[src/irq_map_pkg.sv]
/*
 * Shared constants, field layout and carrier types for the interrupt pin
 * mapping, buffer configuration and synthesizer divider block.
 * Assumes one 20 MHz clock for the block, its register port and its sources.
 */
package irq_map_pkg;

    // Register indices on the 4-bit register port
    localparam logic [3:0] ADDR_F1_REF = 4'h6;
    localparam logic [3:0] ADDR_F1_PRESCALE = 4'h7;
    localparam logic [3:0] ADDR_F1_SWALLOW = 4'h8;
    localparam logic [3:0] ADDR_F2_REF = 4'h9;
    localparam logic [3:0] ADDR_F2_PRESCALE = 4'ha;
    localparam logic [3:0] ADDR_F2_SWALLOW = 4'hb;
    localparam logic [3:0] ADDR_SIZE_THRESH = 4'hc;
    localparam logic [3:0] ADDR_PIN_ROUTING = 4'hd;

    // Reset values
    localparam logic [7:0] RST_F1_REF = 8'h6b;
    localparam logic [7:0] RST_F1_PRESCALE = 8'h2a;
    localparam logic [7:0] RST_F1_SWALLOW = 8'h1e;
    localparam logic [7:0] RST_F2_REF = 8'h77;
    localparam logic [7:0] RST_F2_PRESCALE = 8'h2f;
    localparam logic [7:0] RST_F2_SWALLOW = 8'h19;
    localparam logic [7:0] RST_SIZE_THRESH = 8'h0f;
    localparam logic [5:0] RST_ROUTING_CTL = 6'h00;
    localparam logic [7:0] READ_UNMAPPED = 8'h00;

    // Field positions
    localparam int SIZE_MSB = 7;
    localparam int SIZE_LSB = 6;
    localparam int THRESH_MSB = 5;
    localparam int THRESH_LSB = 0;
    localparam int RX_A_MSB = 7;
    localparam int RX_A_LSB = 6;
    localparam int RX_B_MSB = 5;
    localparam int RX_B_LSB = 4;
    localparam int TX_A_BIT = 3;
    localparam int TX_B_BIT = 2;
    localparam int FULL_BIT = 1;
    localparam int NOT_EMPTY_BIT = 0;

    // Buffer capacity grows in steps of this many bytes
    localparam logic [6:0] SIZE_STEP_BYTES = 7'h10;

    // Chip and data mode codes
    localparam logic [2:0] CHIP_STANDBY = 3'h1;
    localparam logic [2:0] CHIP_RECEIVE = 3'h3;
    localparam logic [2:0] CHIP_TRANSMIT = 3'h4;
    localparam logic [1:0] DATA_CONTINUOUS = 2'h0;
    localparam logic [1:0] DATA_BUFFERED = 2'h1;

    // Source selector codes
    localparam logic [1:0] SEL_0 = 2'h0;
    localparam logic [1:0] SEL_1 = 2'h1;
    localparam logic [1:0] SEL_2 = 2'h2;

    // Event levels coming from the modem and packet logic
    typedef struct packed {
        logic pattern;
        logic signal_level_irq;
        logic start_detect;
        logic write_byte;
        logic data_ready;
        logic node_match;
        logic crc_ok;
        logic recovered_bit_clock;
        logic tx_finished;
    } irq_events_t;

    // Divider set handed to the synthesizer
    typedef struct packed {
        logic [7:0] ref_count;
        logic [7:0] prescale_count;
        logic [7:0] swallow_count;
    } synth_divider_t;

    // Buffer status flags
    typedef struct packed {
        logic full;
        logic not_empty;
        logic thresh_hit;
    } buffer_flags_t;

    function automatic logic is_continuous(input logic [1:0] data_mode);
        return data_mode == DATA_CONTINUOUS;
    endfunction

    function automatic logic is_buffered(input logic [1:0] data_mode);
        return data_mode == DATA_BUFFERED;
    endfunction

endpackage

[src/buffer_status.sv]
/*
 * Buffer status flags from fill level, size code and threshold.
 * Assumes the fill level is a same-clock count of bytes held.
 */
`timescale 1ns/100ps
module buffer_status (
    input wire logic [6:0] fill_count_in,
    input wire logic [1:0] size_code_in,
    input wire logic [5:0] thresh_code_in,
    output irq_map_pkg::buffer_flags_t flags_out
);
    logic [6:0] capacity;

    always_comb
    begin
        capacity = 7'(({5'h00, size_code_in} + 7'h01) * irq_map_pkg::SIZE_STEP_BYTES);
        flags_out.full = fill_count_in >= capacity;
        flags_out.not_empty = fill_count_in != 7'h00;
        flags_out.thresh_hit = fill_count_in > {1'b0, thresh_code_in};
    end
endmodule // buffer_status

[src/pin_router.sv]
/*
 * Routes event sources onto the two host interrupt pins.
 * Assumes all sources are levels on the block clock.
 */
`timescale 1ns/100ps
module pin_router (
    input wire logic [2:0] chip_mode_in,
    input wire logic [1:0] data_mode_in,
    input wire logic [5:0] routing_ctl_in,
    input wire logic node_match_enable_in,
    input irq_map_pkg::irq_events_t events_in,
    input irq_map_pkg::buffer_flags_t flags_in,
    output logic pin_a_out,
    output logic pin_b_out
);
    logic [1:0] rx_a;
    logic [1:0] rx_b;
    logic tx_a;
    logic tx_b;
    logic rx_on;
    logic standby;
    logic a_val;
    logic a_sb;
    logic b_val;
    logic b_sb;

    always_comb
    begin
        rx_a = routing_ctl_in[5:4];
        rx_b = routing_ctl_in[3:2];
        tx_a = routing_ctl_in[1];
        tx_b = routing_ctl_in[0];
        rx_on = chip_mode_in == irq_map_pkg::CHIP_RECEIVE;
        standby = chip_mode_in == irq_map_pkg::CHIP_STANDBY;
        a_val = 1'b0;
        a_sb = 1'b0;
        b_val = 1'b0;
        b_sb = 1'b0;
        if (irq_map_pkg::is_continuous(data_mode_in))
        begin
            case (rx_a)
                irq_map_pkg::SEL_0: a_val = events_in.pattern;
                irq_map_pkg::SEL_1: a_val = events_in.signal_level_irq;
                default: a_val = events_in.start_detect;
            endcase
            b_val = events_in.recovered_bit_clock;
        end
        else if (irq_map_pkg::is_buffered(data_mode_in))
        begin
            case (rx_a)
                irq_map_pkg::SEL_0: a_val = 1'b0;
                irq_map_pkg::SEL_1: a_val = events_in.write_byte;
                irq_map_pkg::SEL_2:
                begin
                    a_val = flags_in.not_empty;
                    a_sb = 1'b1;
                end
                default: a_val = events_in.start_detect;
            endcase
            case (rx_b)
                irq_map_pkg::SEL_0: b_val = 1'b0;
                irq_map_pkg::SEL_1: b_val = flags_in.full;
                irq_map_pkg::SEL_2: b_val = events_in.signal_level_irq;
                default:
                begin
                    b_val = flags_in.thresh_hit;
                    b_sb = 1'b1;
                end
            endcase
        end
        else
        begin
            case (rx_a)
                irq_map_pkg::SEL_0: a_val = events_in.data_ready;
                irq_map_pkg::SEL_1: a_val = events_in.write_byte;
                irq_map_pkg::SEL_2:
                begin
                    a_val = flags_in.not_empty;
                    a_sb = 1'b1;
                end
                default: a_val = node_match_enable_in ? events_in.node_match : events_in.start_detect;
            endcase
            case (rx_b)
                irq_map_pkg::SEL_0: b_val = events_in.crc_ok;
                irq_map_pkg::SEL_1:
                begin
                    b_val = flags_in.full;
                    b_sb = 1'b1;
                end
                irq_map_pkg::SEL_2: b_val = events_in.signal_level_irq;
                default:
                begin
                    b_val = flags_in.thresh_hit;
                    b_sb = 1'b1;
                end
            endcase
        end
        pin_a_out = 1'b0;
        pin_b_out = 1'b0;
        if (rx_on || standby)
        begin
            pin_a_out = a_val && (rx_on || a_sb);
            pin_b_out = b_val && (rx_on || b_sb);
        end
        else if (chip_mode_in == irq_map_pkg::CHIP_TRANSMIT)
        begin
            if (irq_map_pkg::is_continuous(data_mode_in))
            begin
                pin_a_out = 1'b0;
                pin_b_out = events_in.recovered_bit_clock;
            end
            else
            begin
                pin_a_out = tx_a ? flags_in.not_empty : flags_in.thresh_hit;
                pin_b_out = tx_b ? events_in.tx_finished : flags_in.full;
            end
        end
    end
endmodule // pin_router

[src/irq_pin_mapping.sv]
/*
 * Interrupt pin mapping, buffer size and threshold configuration, buffer
 * status flags and the two synthesizer divider sets, behind the register port.
 * Assumes the serial port decoder, modem and buffer all run on ref_clk_in,
 * and that chip mode, data mode and frequency select come from other registers.
 */
// How it works
// - First frequency dividers, resets 6b 2a 1e
// - Second frequency dividers, resets 77 2f 19
// - Select bit picks divider set one/two
// - Size field gives 16 to 64 bytes
// - Threshold equals field value plus one
// - Threshold sources assert at threshold fill
// - Continuous receive pin a source map
// - Buffered receive pin a source map
// - Packet receive pin a source map
// - Code 11 address match or start
// - Continuous receive pin b gives clock
// - Continuous transmit pin a held low
// - Transmit pin a threshold or not empty
// - Transmission starts on pin a rise
// - Continuous transmit pin b gives clock
// - Finished reads one after last bit
// - Read-only full flag, also a source
// - Read-only not-empty flag, also a source
`timescale 1ns/100ps
module irq_pin_mapping (
    input wire logic ref_clk_in,
    input wire logic reset_n_in,
    input wire logic [3:0] reg_addr_in,
    input wire logic [7:0] reg_wdata_in,
    input wire logic reg_write_in,
    input wire logic reg_read_in,
    input wire logic [2:0] chip_mode_in,
    input wire logic [1:0] data_mode_in,
    input wire logic frequency_select_in,
    input wire logic node_match_enable_in,
    input wire logic [6:0] fill_count_in,
    input irq_map_pkg::irq_events_t events_in,
    output logic [7:0] reg_rdata_out,
    output irq_map_pkg::synth_divider_t synth_divider_out,
    output logic host_irq_a_out,
    output logic host_irq_b_out,
    output logic tx_start_out
);
    logic [7:0] freq1_ref_reg;
    logic [7:0] freq1_prescale_reg;
    logic [7:0] freq1_swallow_reg;
    logic [7:0] freq2_ref_reg;
    logic [7:0] freq2_prescale_reg;
    logic [7:0] freq2_swallow_reg;
    logic [7:0] size_thresh_reg;
    logic [5:0] routing_ctl_reg;
    logic [7:0] rdata_next;
    logic pin_a_next;
    logic pin_b_next;
    logic tx_start_next;
    logic tx_fifo_mode;
    irq_map_pkg::buffer_flags_t flags;
    irq_map_pkg::synth_divider_t divider_next;

    buffer_status status_unit (
        .fill_count_in(fill_count_in),
        .size_code_in(size_thresh_reg[irq_map_pkg::SIZE_MSB:irq_map_pkg::SIZE_LSB]),
        .thresh_code_in(size_thresh_reg[irq_map_pkg::THRESH_MSB:irq_map_pkg::THRESH_LSB]),
        .flags_out(flags)
    );

    pin_router router_unit (
        .chip_mode_in(chip_mode_in),
        .data_mode_in(data_mode_in),
        .routing_ctl_in(routing_ctl_reg),
        .node_match_enable_in(node_match_enable_in),
        .events_in(events_in),
        .flags_in(flags),
        .pin_a_out(pin_a_next),
        .pin_b_out(pin_b_next)
    );

    always_ff @(posedge ref_clk_in or negedge reset_n_in)
    begin
        if (!reset_n_in)
        begin
            freq1_ref_reg <= irq_map_pkg::RST_F1_REF;
            freq1_prescale_reg <= irq_map_pkg::RST_F1_PRESCALE;
            freq1_swallow_reg <= irq_map_pkg::RST_F1_SWALLOW;
        end
        else if (reg_write_in)
        begin
            if (reg_addr_in == irq_map_pkg::ADDR_F1_REF)
                freq1_ref_reg <= reg_wdata_in;
            if (reg_addr_in == irq_map_pkg::ADDR_F1_PRESCALE)
                freq1_prescale_reg <= reg_wdata_in;
            if (reg_addr_in == irq_map_pkg::ADDR_F1_SWALLOW)
                freq1_swallow_reg <= reg_wdata_in;
        end
    end

    always_ff @(posedge ref_clk_in or negedge reset_n_in)
    begin
        if (!reset_n_in)
        begin
            freq2_ref_reg <= irq_map_pkg::RST_F2_REF;
            freq2_prescale_reg <= irq_map_pkg::RST_F2_PRESCALE;
            freq2_swallow_reg <= irq_map_pkg::RST_F2_SWALLOW;
        end
        else if (reg_write_in)
        begin
            if (reg_addr_in == irq_map_pkg::ADDR_F2_REF)
                freq2_ref_reg <= reg_wdata_in;
            if (reg_addr_in == irq_map_pkg::ADDR_F2_PRESCALE)
                freq2_prescale_reg <= reg_wdata_in;
            if (reg_addr_in == irq_map_pkg::ADDR_F2_SWALLOW)
                freq2_swallow_reg <= reg_wdata_in;
        end
    end

    // Size, threshold and routing selectors; flag bits are not stored
    always_ff @(posedge ref_clk_in or negedge reset_n_in)
    begin
        if (!reset_n_in)
        begin
            size_thresh_reg <= irq_map_pkg::RST_SIZE_THRESH;
            routing_ctl_reg <= irq_map_pkg::RST_ROUTING_CTL;
        end
        else if (reg_write_in)
        begin
            if (reg_addr_in == irq_map_pkg::ADDR_SIZE_THRESH)
                size_thresh_reg <= reg_wdata_in;
            if (reg_addr_in == irq_map_pkg::ADDR_PIN_ROUTING)
                routing_ctl_reg <= reg_wdata_in[irq_map_pkg::RX_A_MSB:irq_map_pkg::TX_B_BIT];
        end
    end

    always_comb
    begin
        rdata_next = irq_map_pkg::READ_UNMAPPED;
        case (reg_addr_in)
            irq_map_pkg::ADDR_F1_REF: rdata_next = freq1_ref_reg;
            irq_map_pkg::ADDR_F1_PRESCALE: rdata_next = freq1_prescale_reg;
            irq_map_pkg::ADDR_F1_SWALLOW: rdata_next = freq1_swallow_reg;
            irq_map_pkg::ADDR_F2_REF: rdata_next = freq2_ref_reg;
            irq_map_pkg::ADDR_F2_PRESCALE: rdata_next = freq2_prescale_reg;
            irq_map_pkg::ADDR_F2_SWALLOW: rdata_next = freq2_swallow_reg;
            irq_map_pkg::ADDR_SIZE_THRESH: rdata_next = size_thresh_reg;
            irq_map_pkg::ADDR_PIN_ROUTING: rdata_next = {routing_ctl_reg, flags.full, flags.not_empty};
            default: rdata_next = irq_map_pkg::READ_UNMAPPED;
        endcase
    end

    // Read data holds until the next read
    always_ff @(posedge ref_clk_in or negedge reset_n_in)
    begin
        if (!reset_n_in)
            reg_rdata_out <= irq_map_pkg::READ_UNMAPPED;
        else if (reg_read_in)
            reg_rdata_out <= rdata_next;
    end

    always_comb
    begin
        if (frequency_select_in)
            divider_next = '{freq2_ref_reg, freq2_prescale_reg, freq2_swallow_reg};
        else
            divider_next = '{freq1_ref_reg, freq1_prescale_reg, freq1_swallow_reg};
    end

    always_ff @(posedge ref_clk_in or negedge reset_n_in)
    begin
        if (!reset_n_in)
            synth_divider_out <= '{irq_map_pkg::RST_F1_REF, irq_map_pkg::RST_F1_PRESCALE,
                irq_map_pkg::RST_F1_SWALLOW};
        else
            synth_divider_out <= divider_next;
    end

    // Pins registered, so the bit clock on pin b lags by one cycle
    always_ff @(posedge ref_clk_in or negedge reset_n_in)
    begin
        if (!reset_n_in)
        begin
            host_irq_a_out <= 1'b0;
            host_irq_b_out <= 1'b0;
        end
        else
        begin
            host_irq_a_out <= pin_a_next;
            host_irq_b_out <= pin_b_next;
        end
    end

    assign tx_fifo_mode = (chip_mode_in == irq_map_pkg::CHIP_TRANSMIT)
        && !irq_map_pkg::is_continuous(data_mode_in);
    assign tx_start_next = tx_fifo_mode && pin_a_next && !host_irq_a_out;

    always_ff @(posedge ref_clk_in or negedge reset_n_in)
    begin
        if (!reset_n_in)
            tx_start_out <= 1'b0;
        else
            tx_start_out <= tx_start_next;
    end
endmodule // irq_pin_mapping

[config.mk]
export PLATFORM = sky130hd
export DESIGN_NAME = irq_pin_mapping
export DESIGN_NICKNAME = d
export VERILOG_FILES = /design/src/irq_map_pkg.sv /design/src/buffer_status.sv /design/src/pin_router.sv /design/src/irq_pin_mapping.sv
export SDC_FILE = /design/constraint.sdc
export NUM_CORES = 1
export LEC_CHECK = 0
export ABC_CLOCK_PERIOD_IN_PS = 5300
export BUFFER_PORTS_ARGS = -buffer_cell sky130_fd_sc_hd__buf_2
export CAP_MARGIN = 20
export CORE_UTILIZATION = 45
export CTS_BUF_LIST = sky130_fd_sc_hd__clkbuf_8
export DETAILED_ROUTE_END_ITERATION = 16
export PLACE_DENSITY = 0.7
export SLEW_MARGIN = 30
export SYNTH_ARGS = -nofsm -noshare
export SYNTH_HDL_FRONTEND = slang
export SYNTH_SLANG_ARGS = --single-unit
[constraint.sdc]
create_clock -name ref_clk_in -period 5.3 [get_ports ref_clk_in]
set_input_delay 0.795 -clock ref_clk_in [delete_from_list [all_inputs] [get_ports ref_clk_in]]
set_output_delay 0.795 -clock ref_clk_in [all_outputs]
set_load 0.02 [all_outputs]
==> out/results.txt, run 1 <==
The slowest stage of the critical path belongs to the cell nor2b_2. The sequential share of power is 52.1%, and the unique cell type count in the Yosys netlist is 47. Yosys mapped a number of flops with a built-in enable equal to 0. OpenSTA, run right after detailed placement, puts the worst setup slack at 2103 ps. Once the floorplan was initialized, standard cells occupied 47.06% of the core.

The post-route setup TNS is 0 ps, and the proportion of synthesized chip area in sequential cells is 53.18%. After clock tree synthesis, the clock-pin slew on the worst setup and hold paths is 90 ps. For this design the top-level I/O count stands at 74.

Entering global routing, the biggest net connects 61 pins. The synthesized design contains 97 register bits. STA puts the critical path data required time at 5550 ps. The number of warning messages in the yosys log was 0. The flip-flop count of the largest register after layout works out to 24.

In the global route stage, overall resource usage came out at 20.69%. The ratio of total power to cell area is 388.3 mW/mm2. The class of the tightest hold or removal check is register to register. The run gives 0 as the total setup violations reported at the end of the flow. TritonCTS built the clock tree. Before antenna repair, the detailed router went through 5 iterations. The number of global-route vias before repair was 3260; the maximum root-to-sink buffer count was 2.

The number of slew-limit violations in the final report came out at 0. Synthesized instance count: 359. The tools report the category of the worst setup path capture point as a register. The area growth from synthesis to final layout works out to 14.65%. The average size of a mapped cell is 12.99 um2, and the total chip power is 2.076 mW.

The internal power of the cells totals 1.446 mW. The logs give 10330 um for the routed wire length and 0 for the count of max-cap constraint violations. The net count of the finished layout is 479. The fraction of layout cells with a size suffix above 1 is 53.56%. Traced cell by cell, the critical path runs through buf_2 > nor2b_2 > nand2_1 > nor2_2 > mux2_2. Post-synthesis instance area: 0.004663 mm2. The routed design could run at a clock period as short as 2485 ps. Start-to-end type of the worst setup path: input port to register. For the total leakage power, the log shows 2.324 nW.

In this run the clock root is driven by a clkbuf_8. Setup repair after global routing left no endpoint under its margin. The setup skew after layout was 8.561 ps; the total number of H-tree levels was 3. At the end of routability-driven placement, the weighted congestion stood at 0.8678. In the routed layout, each cell is associated on average with a via count of 5.528. The region available for standard cell placement spans 0.009910 mm2.

The maximum fanout along the worst path works out to 17. The tools report the type of element launching the critical path as an input port. The antenna violation net count after detailed routing was 0. The post-layout instance count excluding filler cells came out at 568. More flip-flops sit in one register than any other, and that register is synth_divider_out. Of the total power, the share spent switching nets is 30.37%. Average wire per standard cell: 18.18 um. For this design, the CTS-stage hold fixing added 0 buffers. In the post-route analysis, the smallest setup slack over all paths is 2815 ps. The run finished with clean final reports. The logs give 552 for the number of placed instances, taps included and 0 for the global-route congestion overflow total. After floorplanning, the core was divided into 36 placement rows.

The transition time at the pin with the least slew margin was 770.7 ps; the number of port buffers was 73. Per report_power, the combinational group accounts for 24.2% of the total. Leaving out fill and tap cells, the most frequent cell in the layout is mux2_2.

Leaving out fill and tap cells, the most frequent cells in the layout are mux2_2 (86), buf_2 (72), dfrtp_1 (55). The largest single stage delay on the critical path is 640 ps. Net count of the mapped netlist: 408. In this run the vertical extent of the chip is 103.8 um.

Summed over all nets, the switching power comes to 0.6306 mW. Relative slew slack: 48.39%. Measured along the x axis, the die boundary spans 103.8 um. The post-detailed-placement half-perimeter wirelength was 7424 um; the arrival time reported for the critical path endpoint was 2740 ps. After synthesis, the share of flip-flops with an asynchronous set or reset is 100.0%.

The first global-routing pass estimated 17230 um of wire. Across the VDD grid, the largest voltage drop is 0.1967 mV. For the number of design-rule violations left by the first detailed-router iteration, the log shows 181. The total CTS buffers was 9. Total die area: 0.01077 mm2. The final count of hold timing violations is 0, and the number of antenna violations at the first check in global routing is 0. The logs give 23.6% for the portion of total power attributed to the clock network and 0 for the number of gates given a new drive strength after cts. The total number of vias was 3140. The total inserted antenna cells was 0.

The final critical-path share of the clock period was 46.89%. The clock sink count is 97. The tools report the number of design rule violations left after detail routing as 0. Most used flip-flop cell after synthesis: dfrtp_1.

The run gives 402.4 MHz as the highest attainable clock frequency. Hold is met by 435.0 ps. The clock latency on the worst-skew pair is 360 ps, and the post-CTS setup buffer count is 0.
==> logic make-up after synthesis <==
group	share of synthesized area [%]
flops	53.18
mux	24.58
compound gates	9.311
simple gates	7.084
buf+inv	2.978
fa+ha+maj	2.683
xor+xnor	0.1879
==> final timing paths <==
kind,depth (start not counted),endpoint,from,slack [ps]
worst max-delay path,5,freq1_ref_reg[7],reg_addr_in[2],2810
max in group asynchronous,2,freq1_ref_reg[5],reset_n_in,3810
worst min register to register,1,tx_start_out,host_irq_a_out,430
worst max register to register,7,host_irq_a_out,size_thresh_reg[2],3010
worst min-delay path,1,tx_start_out,host_irq_a_out,430
min in group asynchronous,1,size_thresh_reg[6],reset_n_in,500
==> final cells by class <==
cell class	instances	area, um2
fillers	858	4563
inverters	19	71.32
multi-input cells	229	2049
flip-flops and latches	97	2480
well taps	133	166.4
clock buffers	10	137.6
clock inverters	6	66.31
repair buffers	74	375.4
==> layer usage <==
metal / share of wire (%) / GRT usage [%] / wire length [um] / vias up
met5: 0 / 0 / 0 / -
met4: 2.1 / 8.469 / 216 / 0
met3: 4.6 / 3.335 / 479 / 17
met2: 48 / 33.65 / 4959 / 90
met1: 45 / 27.69 / 4671 / 1568
li1: - / - / - / 1465
==> critical path: cells and delay by family <==
kind / cells / cell delay, ps
buffers and inverters: 1 / 290
and+or+nand+nor: 3 / 1240
muxes: 1 / 400
==> per-stage QoR <==
step           util (%)  instance area, um2
3_5_place_dp      51.87                5140
2_1_floorplan         -                4663
5_1_grt           53.95                5346
3_3_place_gp      51.84                5137
6_report          53.95                5346
4_1_cts           53.93                5344
==> Yosys cell counts, types with 2 or more instances <==
library cell / count / area share (%)
dfrtp_1: 55 / 30
mux2_2: 86 / 21
mux4_2: 7 / 3.4
buf_2: 6 / 0.64
nand2b_1: 3 / 0.40
nor2_4: 3 / 0.72
nand3b_1: 3 / 0.48
nor2b_1: 8 / 1.1
nor3_1: 2 / 0.21
nand4b_1: 2 / 0.38
nand3_1: 3 / 0.32
a21oi_1: 16 / 1.7
inv_1: 19 / 1.5
o22ai_1: 2 / 0.27
a311o_1: 2 / 0.43
a221oi_1: 8 / 1.5
buf_4: 2 / 0.32
ha_1: 10 / 2.7
a22oi_1: 15 / 2.4
dfstp_2: 42 / 24
nor2_1: 13 / 1.0
clkbuf_1: 6 / 0.48
o21ai_0: 7 / 0.75
nand2_1: 14 / 1.1
mux2i_1: 2 / 0.43
nor2_2: 2 / 0.27
==> power groups by stage <==
stage	Combinational, mW	Clock [mW]	Sequential, mW
3_5_place_dp	0.505	0	1.09
4_1_cts	0.508	0.506	1.08
6_report	0.503	0.490	1.08
5_1_grt	0.551	0.533	1.10
2_1_floorplan	0.285	0	1.13
3_3_place_gp	0.493	0	1.09
Note: power is estimated with default switching activity, not from simulation.
==> run 2, diff against run 1 <==
--- a/config.mk
+++ b/config.mk
@@ -5,7 +5,7 @@
 export SDC_FILE = /design/constraint.sdc
 export NUM_CORES = 1
 export LEC_CHECK = 0
-export ABC_CLOCK_PERIOD_IN_PS = 5300
+export ABC_CLOCK_PERIOD_IN_PS = 2400
 export BUFFER_PORTS_ARGS = -buffer_cell sky130_fd_sc_hd__buf_2
 export CAP_MARGIN = 20
 export CORE_UTILIZATION = 45
==> constraint.sdc (replaced) <==
create_clock -name ref_clk_in -period 2.4 [get_ports ref_clk_in]
set_input_delay 0.36 -clock ref_clk_in [delete_from_list [all_inputs] [get_ports ref_clk_in]]
set_output_delay 0.36 -clock ref_clk_in [all_outputs]
set_load 0.02 [all_outputs]
==> out/results.txt, run 2 (same netlist as run 1, synthesis figures left out) <==
The tools report the top-level port count as 74 (unchanged). TritonCTS built the clock tree. The maximum fanout along the worst path works out to 3 (-14).

The register clock-pin slew on the reported worst setup and hold paths is 100 ps (about the same). The setup skew after layout is 5.759 ps (-2.802 ps), and the clock latency on the worst-skew pair is 370 ps (about the same). The run gives 574 (+1.1%) as the post-layout instance count excluding filler cells. The endpoint identified for the worst register-to-register timing path is host_irq_a_out. The number of placed instances, taps included is 557 (+0.91%), and the multi-input gate area in the final layout is 0.002044 mm2 (-0.24%).

The run gives 3 (unchanged) as the total number of H-tree levels. The tools report the met1 capacity usage during global routing as 26.67% (-1.0 points). The logs give 0 (unchanged) for the number of gates given a new drive strength after cts and 0.009910 mm2 (unchanged) for the area of the core region. The run gives 160 (-12%) as the number of design-rule violations left by the first detailed-router iteration.

The tools report the final net count as 485 (+1.3%). The transition time at the pin with the least slew margin works out to 612.6 ps (-158.1 ps). The final count of hold timing violations is 0 (unchanged), and the number of port buffers is 73 (unchanged). The layer with the highest usage was met2. The tools report the end-of-flow core utilization as 54.32% (+0.37 points). The most critical setup path has its startpoint at size_thresh_reg[2].

The cell depth of the worst flop-to-flop path came out at 7 (unchanged). The run gives 186.6 ps (-2628 ps) as the worst setup slack after layout. The total CTS buffers is 9 (unchanged), and the final critical-path share of the clock period is 92.22%.

The most common library cell in the layout ignoring fill and taps was mux2_2. The post-route setup TNS was 0 ps (unchanged). The number of iterations in the first detailed-routing pass is 4 (-1). The ratio of total power to cell area came out at 841.5 mW/mm2 (+120%). The worst setup path is launched from a register. The worst setup slack after placement is 205.8 ps (-1897 ps), and the chip width is 103.8 um (unchanged). The logs give 878 (+2.3%) for the filler cell count in the final layout and 190 ps (-2820 ps) for the setup slack of the worst register-to-register path.

The total setup violations reported at the end of the flow was 0 (unchanged). The height of the die came out at 103.8 um (unchanged). The run gives 7650 um (+3.1%) as the post-detailed-placement half-perimeter wirelength. The run gives 0 (unchanged) as the number of antenna violations at the first check in global routing. The fraction of layout cells with a size suffix above 1 was 53.74% (+0.18 points). The run gives 47.06% (unchanged) as the initial core utilization.

The count of max-cap constraint violations is 0 (unchanged). The run gives 0.8805 (+1.5%) as the weighted congestion reported at the end of routability-driven placement. The setup path with the least slack is of type register to register. The smallest hold slack came out at 283.9 ps (-151.0 ps). The flow ran to the end, and the final reports show no timing, DRC or antenna violations.

The logs give 0.005383 mm2 (+0.68%) for the summed area of non-filler cells in the final layout and 59.01% (+11 points) for the relative slew slack. The flip-flop count of the largest register after layout works out to 24 (unchanged). In the layout the commonest cells are mux2_2 (86), buf_2 (72), dfrtp_1 (55). The post-route minimum period was 2213 ps.

The root buffer cell chosen for the clock tree is clkbuf_8. The total die area is 0.01077 mm2 (unchanged). The tools report the worst path required time as 2670 ps (-2880 ps).

The met2 usage in global routing is 34.66% (+1.0 points), and the total number of vias is 3243 (+3.3%). The run gives 0.005187 mm2 (+0.93%) as the post-detailed-placement cell area. The number of cell rows was 36 (unchanged); the number of slew-limit violations in the final report was 0 (unchanged). The number of vias per cell is 5.650 (+2.2%), and the number of global-route vias before repair is 3384 (+3.8%). The number of design rule violations left after detail routing came out at 0 (unchanged). The tools report the flip-flop and latch area as 0.002480 mm2 (unchanged).

In this run the worst setup path terminates at host_irq_a_out. The maximum root-to-sink buffer count came out at 2 (unchanged). The run gives 10600 um (+2.6%) as the routed wire length. Timing would allow up to 451.8 MHz. Met3 routing resource usage after global routing: 3.713% (+0.38 points). The global-route usage over all layers was 20.60% (-0.088 points); the total inserted antenna cells was 0 (unchanged). The tools report the wire length of the first global-routing pass as 17230 um (unchanged).

The reg-to-reg startpoint is size_thresh_reg[2]. The total chip power was 4.530 mW (+120%); the arrival time reported for the critical path endpoint was 2480 ps (-260 ps). Largest net degree at the start of global routing: 47 (-23%).

Class of the tightest hold or removal check: input port to register. The antenna violation net count after detailed routing was 0 (unchanged). The maximum vdd ir drop came out at 0.3913 mV (+99%). Setup repair after global routing left no endpoint under its margin. The global-route congestion overflow total was 0 (unchanged); the total leakage power was 2.350 nW (+1.1%).

The register with the most flip-flops in the final layout is synth_divider_out. The worst setup path is captured at a register. The area growth from synthesis to final layout came out at 15.43%.

The clock sink count is 97 (unchanged), and the average wire per standard cell is 18.46 um (+1.5%).
[run 2: how the worst min path moves through the flow]
stage                             from               endpoint  slack [ps]  depth (start not counted)
after floorplan             reset_n_in  freq1_prescale_reg[0]          60                          0
after global placement      reset_n_in       reg_rdata_out[7]         300                          1
after detailed placement    reset_n_in       reg_rdata_out[2]         300                          1
after CTS                 events_in[1]         host_irq_b_out         280                          3
after global routing      events_in[1]         host_irq_b_out         290                          3
final                     events_in[1]         host_irq_b_out         280                          3
[run 2: repair_timing]
action / in CTS / in global routing
endpoints found under the hold margin: 17 / 0
buffers inserted: 0 / 0
hold buffers: 1 / 0
[run 2: power breakdown]
part           switching (mW)  total (mW)  internal, mW
logic                   0.562        1.12         0.561
clock network           0.626        1.02         0.399
registers               0.256        2.38          2.13
total                    1.44        4.53          3.09
[run 2: cell type report]
type | count | area share (%)
Multi-Input combinational cell | 229 | 37.98
Sequential cell | 97 | 46.07
Inverter | 19 | 1.325
Timing Repair Buffer | 80 | 8.089
Clock buffer | 9 | 2.301
Tap cell | 133 | 3.092
Clock inverter | 7 | 1.139
[run 2: worst max-delay path, stage by stage (launching register included)]
cell	delay, ps
dfstp_2	550
inv_1	40
ha_1	310
a21oi_2	130
a21oi_1	70
or4_1	510
a32o_1	250
a311o_1	260
[run 2: per-layer routing]
metal	up-vias	routed length (um)
met5	-	0
met4	0	159
met3	17	350
met2	81	5341
met1	1668	4745
li1	1477	-
